### src/include/xmb_consts.svh
// constants for the external memory bus pin block
`ifndef XMB_CONSTS_SVH
`define XMB_CONSTS_SVH

`define XMB_ADDR_W       24
`define XMB_DATA_W       8
`define XMB_NUM_CS       4
`define XMB_ADDR_RST     24'h000000
`define XMB_DATA_RST     8'h00
`define XMB_CS0_BASE     24'h000000
`define XMB_CS0_MASK     24'hF80000
`define XMB_CS1_BASE     24'h080000
`define XMB_CS1_MASK     24'hF80000
`define XMB_CS2_BASE     24'h100000
`define XMB_CS2_MASK     24'hF80000
`define XMB_CS3_BASE     24'h000080
`define XMB_CS3_MASK     24'hFFFF80
`define XMB_CS3_IO       1'b1

`endif

### src/include/xmb_pkg.sv
// types for the external memory bus pin block
package xmb_pkg;
    typedef enum logic [1:0] {
        XMB_SPACE_MEM,
        XMB_SPACE_IO,
        XMB_SPACE_FETCH,
        XMB_SPACE_RSVD
    } xmb_space_t;

    typedef enum logic [2:0] {
        XMB_ST_IDLE,
        XMB_ST_SETUP,
        XMB_ST_STROBE,
        XMB_ST_FLOAT,
        XMB_ST_GRANT
    } xmb_state_t;
endpackage

### src/design/xmb_csgen.sv
// chip-select decoder fed from the address lines
`timescale 1ns/100ps
`default_nettype none
`include "xmb_consts.svh"

module xmb_csgen #(
    parameter int ADDR_W = `XMB_ADDR_W,
    parameter int NUM_CS = `XMB_NUM_CS
) (
    // decode source
    input  wire logic [ADDR_W-1:0] addr,
    input  wire logic              is_io,
    input  wire logic              active,
    // decode result, one bit per select, active high
    output logic      [NUM_CS-1:0] hit
);
    // ranges fixed here; a programmable decoder would replace these tables
    localparam logic [`XMB_NUM_CS*`XMB_ADDR_W-1:0] BASES = {
        `XMB_CS3_BASE, `XMB_CS2_BASE, `XMB_CS1_BASE, `XMB_CS0_BASE};
    localparam logic [`XMB_NUM_CS*`XMB_ADDR_W-1:0] MASKS = {
        `XMB_CS3_MASK, `XMB_CS2_MASK, `XMB_CS1_MASK, `XMB_CS0_MASK};
    localparam logic [`XMB_NUM_CS-1:0] IO_SEL = {`XMB_CS3_IO, 3'h0};

    genvar i;
    generate
        for (i = 0; i < NUM_CS; i++) begin : g_cs
            assign hit[i] = active && (is_io == IO_SEL[i]) &&
                ((addr & MASKS[i*ADDR_W +: ADDR_W]) ==
                 BASES[i*ADDR_W +: ADDR_W]);
        end
    endgenerate
endmodule // xmb_csgen
`default_nettype wire

### src/design/xmb_pins.sv
// external memory and I/O bus pin controller, bus master side
`timescale 1ns/100ps
`default_nettype none
`include "xmb_consts.svh"

module xmb_pins
    import xmb_pkg::*;
#(
    parameter int ADDR_W = `XMB_ADDR_W,
    parameter int DATA_W = `XMB_DATA_W
) (
    // clock and reset
    input  wire logic              mclk,
    input  wire logic              arst_n,
    // core access request
    input  wire logic              acc_req,
    input  wire logic              acc_write,
    input  wire xmb_pkg::xmb_space_t acc_space,
    input  wire logic [ADDR_W-1:0] acc_addr,
    input  wire logic [DATA_W-1:0] acc_wdata,
    output logic                   acc_ready,
    output logic                   acc_done,
    output logic      [DATA_W-1:0] acc_rdata,
    output logic                   bus_granted,
    // address pins
    input  wire logic [ADDR_W-1:0] addr_in,
    output logic      [ADDR_W-1:0] addr_out,
    output logic                   addr_oe,
    // data pins
    input  wire logic [DATA_W-1:0] data_in,
    output logic      [DATA_W-1:0] data_out,
    output logic                   data_oe,
    // request pins
    input  wire logic              io_space_request_n_in,
    output logic                   io_space_request_n,
    output logic                   io_space_request_oe,
    input  wire logic              memory_space_request_n_in,
    output logic                   memory_space_request_n,
    output logic                   memory_space_request_oe,
    // strobes
    output logic                   read_strobe_n,
    output logic                   write_strobe_n,
    output logic                   strobe_oe,
    output logic                   opcode_fetch_flag_n,
    output logic                   opcode_fetch_flag_oe,
    // chip selects
    output logic                   select_out_first,
    output logic                   select_out_second,
    output logic                   select_out_third,
    output logic                   select_out_fourth,
    // arbitration and wait
    input  wire logic              bus_release_request_n,
    output logic                   bus_release_grant_n,
    input  wire logic              wait_request_n
);
    import xmb_pkg::*;

    // ------------------------------------------------------------
    // pin synchronisers
    // ------------------------------------------------------------
    logic       bus_release_request_n_s1_r, bus_release_request_n_s2_r;
    logic       wait_s1_r, wait_s2_r;

    always_ff @(posedge mclk or negedge arst_n) begin
        if (!arst_n) begin
            bus_release_request_n_s1_r <= 1'b1;
            bus_release_request_n_s2_r <= 1'b1;
            wait_s1_r   <= 1'b1;
            wait_s2_r   <= 1'b1;
        end else begin
            bus_release_request_n_s1_r <= bus_release_request_n;
            bus_release_request_n_s2_r <= bus_release_request_n_s1_r;
            wait_s1_r   <= wait_request_n;
            wait_s2_r   <= wait_s1_r;
        end
    end

    // ------------------------------------------------------------
    // sequencer
    // ------------------------------------------------------------
    xmb_state_t          state_r, state_nxt;
    logic [ADDR_W-1:0]   addr_r;
    logic [DATA_W-1:0]   wdata_r;
    logic                write_r;
    xmb_space_t          space_r;
    logic                out_en_r;

    always_comb begin
        state_nxt = state_r;
        unique case (state_r)
            XMB_ST_IDLE: begin
                if (!bus_release_request_n_s2_r)
                    state_nxt = XMB_ST_FLOAT;
                else if (acc_req)
                    state_nxt = XMB_ST_SETUP;
            end
            XMB_ST_SETUP:  state_nxt = XMB_ST_STROBE;
            XMB_ST_STROBE: begin
                if (wait_s2_r)
                    state_nxt = XMB_ST_IDLE;
            end
            XMB_ST_FLOAT:  state_nxt = bus_release_request_n_s2_r ? XMB_ST_IDLE
                                                   : XMB_ST_GRANT;
            XMB_ST_GRANT: begin
                if (bus_release_request_n_s2_r)
                    state_nxt = XMB_ST_IDLE;
            end
            default:       state_nxt = XMB_ST_IDLE;
        endcase
    end

    always_ff @(posedge mclk or negedge arst_n) begin
        if (!arst_n)
            state_r <= XMB_ST_IDLE;
        else
            state_r <= state_nxt;
    end

    // access latched at acceptance so pins hold steady through the cycle
    always_ff @(posedge mclk or negedge arst_n) begin
        if (!arst_n) begin
            addr_r  <= `XMB_ADDR_RST;
            wdata_r <= `XMB_DATA_RST;
            write_r <= 1'b0;
            space_r <= XMB_SPACE_MEM;
        end else if (state_r == XMB_ST_IDLE && state_nxt == XMB_ST_SETUP) begin
            addr_r  <= acc_addr;
            wdata_r <= acc_wdata;
            write_r <= acc_write;
            // reserved space folds to memory so only one request fires
            space_r <= (acc_space == XMB_SPACE_RSVD) ? XMB_SPACE_MEM
                                                     : acc_space;
        end
    end

    // drivers stay off through reset and come on one edge after release
    always_ff @(posedge mclk or negedge arst_n) begin
        if (!arst_n)
            out_en_r <= 1'b0;
        else
            out_en_r <= (state_nxt != XMB_ST_FLOAT) &&
                        (state_nxt != XMB_ST_GRANT);
    end

    always_ff @(posedge mclk or negedge arst_n) begin
        if (!arst_n)
            acc_rdata <= `XMB_DATA_RST;
        else if (state_r == XMB_ST_STROBE && wait_s2_r && !write_r)
            acc_rdata <= data_in;
    end

    always_ff @(posedge mclk or negedge arst_n) begin
        if (!arst_n)
            acc_done <= 1'b0;
        else
            acc_done <= (state_r == XMB_ST_STROBE) && wait_s2_r;
    end

    // ------------------------------------------------------------
    // pin drive
    // ------------------------------------------------------------
    logic in_cycle;
    logic is_io;
    logic is_read;
    logic is_write;
    logic granted;
    logic [ADDR_W-1:0] dec_addr;
    logic              dec_io;
    logic              dec_active;
    logic [3:0]        cs_hit;

    assign in_cycle = (state_r == XMB_ST_SETUP) ||
                      (state_r == XMB_ST_STROBE);
    assign is_io    = (space_r == XMB_SPACE_IO);
    assign is_read  = (state_r == XMB_ST_STROBE) && !write_r;
    assign is_write = (state_r == XMB_ST_STROBE) && write_r;
    assign granted  = (state_r == XMB_ST_GRANT);

    assign acc_ready   = (state_r == XMB_ST_IDLE) && bus_release_request_n_s2_r;
    assign bus_granted = granted;

    assign addr_out = addr_r;
    assign addr_oe  = out_en_r;

    assign data_out = wdata_r;
    assign data_oe  = out_en_r && in_cycle && write_r;

    assign io_space_request_n      = !(in_cycle && is_io);
    assign memory_space_request_n  = !(in_cycle && !is_io);
    assign io_space_request_oe     = out_en_r;
    assign memory_space_request_oe = out_en_r;

    assign read_strobe_n  = !is_read;
    assign write_strobe_n = !is_write;
    assign strobe_oe      = out_en_r;

    assign opcode_fetch_flag_n  = !(in_cycle &&
                                    space_r == XMB_SPACE_FETCH);
    assign opcode_fetch_flag_oe = out_en_r;

    assign bus_release_grant_n = !granted;

    // ------------------------------------------------------------
    // chip selects: own cycles decode our address, granted cycles
    // decode the outside master's address and request lines
    // ------------------------------------------------------------
    assign dec_addr   = granted ? addr_in : addr_r;
    assign dec_io     = granted ? !io_space_request_n_in : is_io;
    assign dec_active = granted ? (!io_space_request_n_in ||
                                   !memory_space_request_n_in)
                                : in_cycle;

    xmb_csgen #(
        .ADDR_W (ADDR_W),
        .NUM_CS (`XMB_NUM_CS)
    ) u_csgen (
        .addr   (dec_addr),
        .is_io  (dec_io),
        .active (dec_active),
        .hit    (cs_hit)
    );

    assign select_out_first  = !cs_hit[0];
    assign select_out_second = !cs_hit[1];
    assign select_out_third  = !cs_hit[2];
    assign select_out_fourth = !cs_hit[3];

endmodule // xmb_pins
`default_nettype wire

### config.mk
export PLATFORM = sky130hd
export DESIGN_NAME = xmb_pins
export DESIGN_NICKNAME = d
export VERILOG_FILES = /design/src/include/xmb_pkg.sv /design/src/design/xmb_csgen.sv /design/src/design/xmb_pins.sv
export VERILOG_INCLUDE_DIRS = /design/src /design/src/include
export SDC_FILE = /design/constraint.sdc
export NUM_CORES = 1
export LEC_CHECK = 0
export BUFFER_PORTS_ARGS = -buffer_cell sky130_fd_sc_hd__buf_2
export CAP_MARGIN = 20
export CORE_ASPECT_RATIO = 0.8
export CORE_UTILIZATION = 23
export DETAILED_ROUTE_END_ITERATION = 10
export PLACE_DENSITY = 0.58
export SLEW_MARGIN = 10
export SYNTH_ARGS = -nofsm -noshare
export SYNTH_HDL_FRONTEND = slang
export SYNTH_SLANG_ARGS = --single-unit
### constraint.sdc
create_clock -name mclk -period 3.05 [get_ports mclk]
set_input_delay 0.61 -clock mclk [delete_from_list [all_inputs] [get_ports mclk]]
set_output_delay 0.61 -clock mclk [all_outputs]
set_load 0.03 [all_outputs]
==> After elaboration in Yosys (flattened, before gate mapping) <==
Index checks and enable logic that the tools add are counted.
{ "word_totals": {"word_cells": 72, "ff_bits": 52, "out_inout_bits": 59, "inputBits": 74} }
{ "op_classes": {"muxes": 10, "bitwise_logic": 1, "n_eq_ne": 13, "reduce_logical": 36} }
{ "op_table": {"columns": ["operator", "count"], "rows": [
  ["$logic_not A24 Y1", 1],
  ["$mux W24", 1],
  ["$logic_and A1 B1 Y1", 18],
  ["$eq A17 B1 Y1 const B", 1],
  ["$mux W3", 5],
  ["$pmux W3 S5", 1],
  ["$logic_not A1 Y1", 14],
  ["$eq A3 B1 Y1 const B", 2],
  ["$eq A3 B2 Y1 const B", 2],
  ["$eq A5 B1 Y1 const B", 1],
  ["$eq A5 B2 Y1 const B", 1],
  ["$eq A2 B2 Y1 const B", 2],
  ["$eq A3 B3 Y1 const B", 1],
  ["$logic_not A3 Y1", 1],
  ["$ne A3 B2 Y1 const B", 1],
  ["$ne A3 B3 Y1 const B", 1],
  ["$eq A2 B1 Y1 const B", 1],
  ["$logic_or A1 B1 Y1", 2],
  ["$mux W1", 2],
  ["$mux W2", 1],
  ["$not A1 Y1", 1]
]} }

==> Depth between registers and ports, before layout <==
{ "depth": {"ltp_word": 6, "depth_mapped": 7, "mapped_depth_nobuf": 5} }

==> Modules after synthesis <==
A second synthesis with hierarchy kept.
{ "unflattened": {"hier_cells": 187, "hier_area_um2": 2501.1} }
{ "modules_own_cells": {"columns": ["mod", "instances", "seq_area_each_um2", "cells_per_inst", "area_each_um2"], "rows": [
  ["xmb_pins", 1, 1306.3, 173, 2409.8],
  ["xmb_csgen", 1, 0.0, 14, 91.3]
]} }

==> Worst setup path after synthesis <==
No wires, ideal clock.
{ "synth_timing": {"kind": "flip-flop to output port", "from": "register state_r[1]", "to": "output port select_out_second", "path_stages_with_launch": 8, "t_required_ns": 2.440, "arrival_time_ns": 2.158, "slack_ns": 0.282, "n_path_buf": 2, "cell_sequence": "dfrtp_1 -> buf_6 -> or3b_1 -> buf_6 -> inv_4 -> mux2i_2 -> o21ai_1 -> or4_1"} }
{ "synth_via": {"elab_chain_cells": 6, "word_cells_on_any_way": 12, "cone_classes": "eq/ne (4); mux (3); bitwise (1); reduce/logical (4)"} }
{ "synth_lines": {"columns": ["element", "line", "source"], "rows": [
  ["start, declared", "xmb_pins.sv:81", "xmb_state_t state_r, state_nxt;"],
  ["start signal, assigned", "xmb_pins.sv:116", "state_r <= state_nxt;"],
  ["$eq A3 B3 Y1 (*)", "xmb_pins.sv:177", "assign granted = (state_r == XMB_ST_GRANT);"],
  ["via bus_granted", "xmb_pins.sv:24", "output logic bus_granted,"],
  ["parallel branches: the longest is 3 deep, another holds $mux W24", null, null],
  ["$logic_and A1 B1 Y1 (*)", "xmb_csgen.sv:27", "assign hit[i] = active && (is_io == IO_SEL[i]) &&"],
  ["$logic_not A1 Y1 (*)", "xmb_pins.sv:224", "assign select_out_second = !cs_hit[1];"],
  ["end, declared", "xmb_pins.sv:48", "output logic select_out_second,"]
]} }
Mark *: on every way through the listed nets, which the timed path passes.

==> Worst setup path in the final report <==
{ "layout_timing": {"from": "register state_r[0]", "to": "output port select_out_first"} }
{ "layout_via": {"elab_chain_cells": 6, "word_cells_on_any_way": 12, "cone_classes": "eq/ne (3); mux (3); bitwise (1); reduce/logical (5)"} }
{ "layout_lines": {"columns": ["element", "line", "source"], "rows": [
  ["parallel branches: the longest is 4 deep, another holds $mux W24", null, null],
  ["$logic_and A1 B1 Y1 (*)", "xmb_csgen.sv:27", null],
  ["$logic_not A1 Y1 (*)", "xmb_pins.sv:223", "assign select_out_first = !cs_hit[0];"],
  ["end, declared", "xmb_pins.sv:47", "output logic select_out_first,"]
]} }
Mark *: on every way between the ends.

==> metrics.yaml <==
drc: 7
regArea_um2: 1310
final_common_cell: "buf_2"
crit_chain: "or3b_4 -> inv_4 -> mux2i_4 -> o21ai_1 -> or4b_1 -> buf_2"
synth.avg_cell_area_um2: 13.8
finalCritPeriodShare_pct: 95.6
die-area_um2: 10100
required_ns: 2.44
first_iter_violations: 56
ys_seq_area_share_pct: 58.3
boundaryPins: 133
grt_overflow: 0
die_w_um: 112
cpMaxStageDelayCell: "or4b_1"
critPathLaunchType: "flop"
netlist_instances: 162
clk_path_buf_depth: 2
syn-cell-area_um2: 2240
multi_input_area_um2: 870
worstPathArrival_ns: 2.31
root_buffer: "clkbuf_16"
async_flop_share_pct: 100
numCtsBuffers: 5
max-vdd-ir-drop_v: 0.000402
timing.fmax_ghz: 0.343
n_antenna_cell: 0
r2r-start: "state_r[2]"
antenna_found_initial: 0
grt_pass1_wl_um: 8730
tightest_slew_ns: 0.951
synth_top_area_share_pct: 53.6
vias_per_cell: 4.28
fp-row-count: 31
place_congestion: 0.759
hpwlAfterDp_um: 4170
slew-limit-headroom_pct: 36.6
max_cap_viol_count: 0
fin_worst_skew_ns: 0.00601
grt_pass1_vias: 1760
drt_wl_total_um: 5380
finalSetupViolations: 0
clock_sink_count: 52
p_total_mw: 3.71
maxSlewViolCount: 0
ys_ff_latch: 52
fin_tns_setup_ns: 0
synth_edf_count: 0
ant_nets: 0
nets: 364
drive_gt1_share_pct: 66.0
drtPass1Iterations: 9
cp-end-kind: "output port"
clk_latency_ns: 0.28
cp_max_fo: 7
worstSetupPathType: "reg2out"
rsz0062_at_grt: "false"
failed_checks: "design-rule violations"
power_density_nw_per_um2: 1180
hold_path_class: "reg2reg"
start_util_pct: 24.2
cpPeakStageDelay_ns: 0.51
portBuffers: 125
fin_crit_ns: 2.92
final_cell_mix: "125 x buf_2, 47 x dfrtp_1, 40 x mux2_2"
synth_cell_types: 39
grt_start_max_net_pins: 43
yosys-top-cells-area: "dfrtp_1 54%, mux2_2 20%, dfstp_2 4.7%, buf_4 2.0%, nand2b_1 1.4%"
vias: 1738
routedWlPerCell_um: 13.3
crit_start: "state_r[0]"
leakagePower_nw: 1.50
cts_tree: "built"
synth_nets: 236
area_growth_pct: 40.7
outcome: "complete, but fails checks"
hold_viol_final: 0
globalRouteTotalUtil_pct: 10.9
hold_start: "bus_release_request_n_s1_r"
yosys_warnings: 0
die_h_um: 90.3
fill_cells: 934
cts.reportedPaths.clkPinSlew_ns: 0.07
ys.flop_type: "dfrtp_1"
cts_setup_buffers: 0
cts_max_level: 2
core-area_um2: 9270
synth_area_leader_cell: "dfrtp_1"
[cell usage after synthesis (2+ instances only)]
| master | n |
|---|---|
| nand2_1 | 4 |
| nor4_1 | 4 |
| mux2_2 | 40 |
| mux2i_1 | 2 |
| buf_4 | 6 |
| dfrtp_1 | 48 |
| dfstp_2 | 4 |
| nand3b_1 | 3 |
| o21ai_0 | 4 |
| nand4_1 | 2 |
| nor3_1 | 2 |
| and3_1 | 4 |
| buf_6 | 2 |
| nor2_1 | 4 |
| nand2b_1 | 5 |
| nor4b_1 | 2 |
| or3_1 | 4 |
[where the power goes]
| group | internal, mW | leakage [nW] | switching (mW) |
|---|---|---|---|
| sequential | 1.02 | 0.613 | 0.202 |
| clock | 0.327 | 0.0701 | 0.238 |
| combinational | 0.711 | 0.815 | 1.22 |
[path summary, 6_finish.rpt]
kind	end	slack, ns	cells after the start
min in group asynchronous	addr_out[0]	0.48	1
worst min register to register	bus_release_request_n_s2_r	0.35	0
worst min-delay path	bus_release_request_n_s2_r	0.35	0
max in group asynchronous	data_out[5]	1.86	2
worst max register to register	addr_out[10]	0.94	5
worst max-delay path	select_out_first	0.13	6
[registers in the layout (all words and copies together) (netlist names)]
name                        cells
data_out                        8
wait_s2_r                       1
addr_oe                         1
acc_done                        1
space_r                         2
write_r                         1
addr_out                       24
acc_rdata                       8
wait_s1_r                       1
bus_release_request_n_s1_r      1
bus_release_request_n_s2_r      1
state_r                         3
[routing by layer]
metal	GRT usage (%)	vias up	part of all wire, %
met4	3.67	0	0.71
met3	2.62	2	6.3
met2	18.4	64	49
met1	13.6	842	44
li1	-	830	-
met5	0	-	0
[layout make-up]
class | count | share of cell area, %
Clock buffer | 7 | 4.53
Clock inverter | 1 | 0.238
Inverter | 2 | 0.318
Multi-Input combinational cell | 98 | 27.6
Sequential cell | 52 | 41.5
Tap cell | 115 | 4.57
Timing Repair Buffer | 131 | 21.3
[timing repair]
item                       CTS  global route
resized for setup            0             3
hold buffers                 0             0
setup endpoints to repair    0             2
[worst max-delay path: cells and delay by family, from the launching register on]
| kind | cells | cell delay, ns |
|---|---|---|
| multiplexers | 1 | 0.24 |
| flip-flops | 1 | 0.45 |
| buffers and inverters | 2 | 0.30 |
| AO/OA/AOI/OAI | 1 | 0.09 |
| AND/OR/NAND/NOR | 2 | 0.94 |
[cells by family after synthesis]
logic type,share of synthesized area [%]
compound gates,3.07
flops,58.3
mux,22.1
xor+xnor,0.391
buf+inv,3.85
simple gates,12.2
[stage by stage]
| step | utilization, % | instance area, um^2 | hold WS [ns] | cells | worst slack [ns] |
|---|---|---|---|---|---|
| after detailed placement | 32.2 | 2990 | 0.347 | 398 | 0.373 |
| after global routing | 34.0 | 3150 | 0.355 | 406 | 0.0169 |
| after floorplan | - | 2240 | 0.314 | 162 | 0.282 |
| final | 34.0 | 3150 | 0.348 | 406 | 0.134 |
| after CTS | 33.9 | 3140 | 0.350 | 406 | 0.0471 |
| after global placement | 32.2 | 2990 | 0.347 | 398 | 0.404 |
Power figures use the tool's default switching activity.
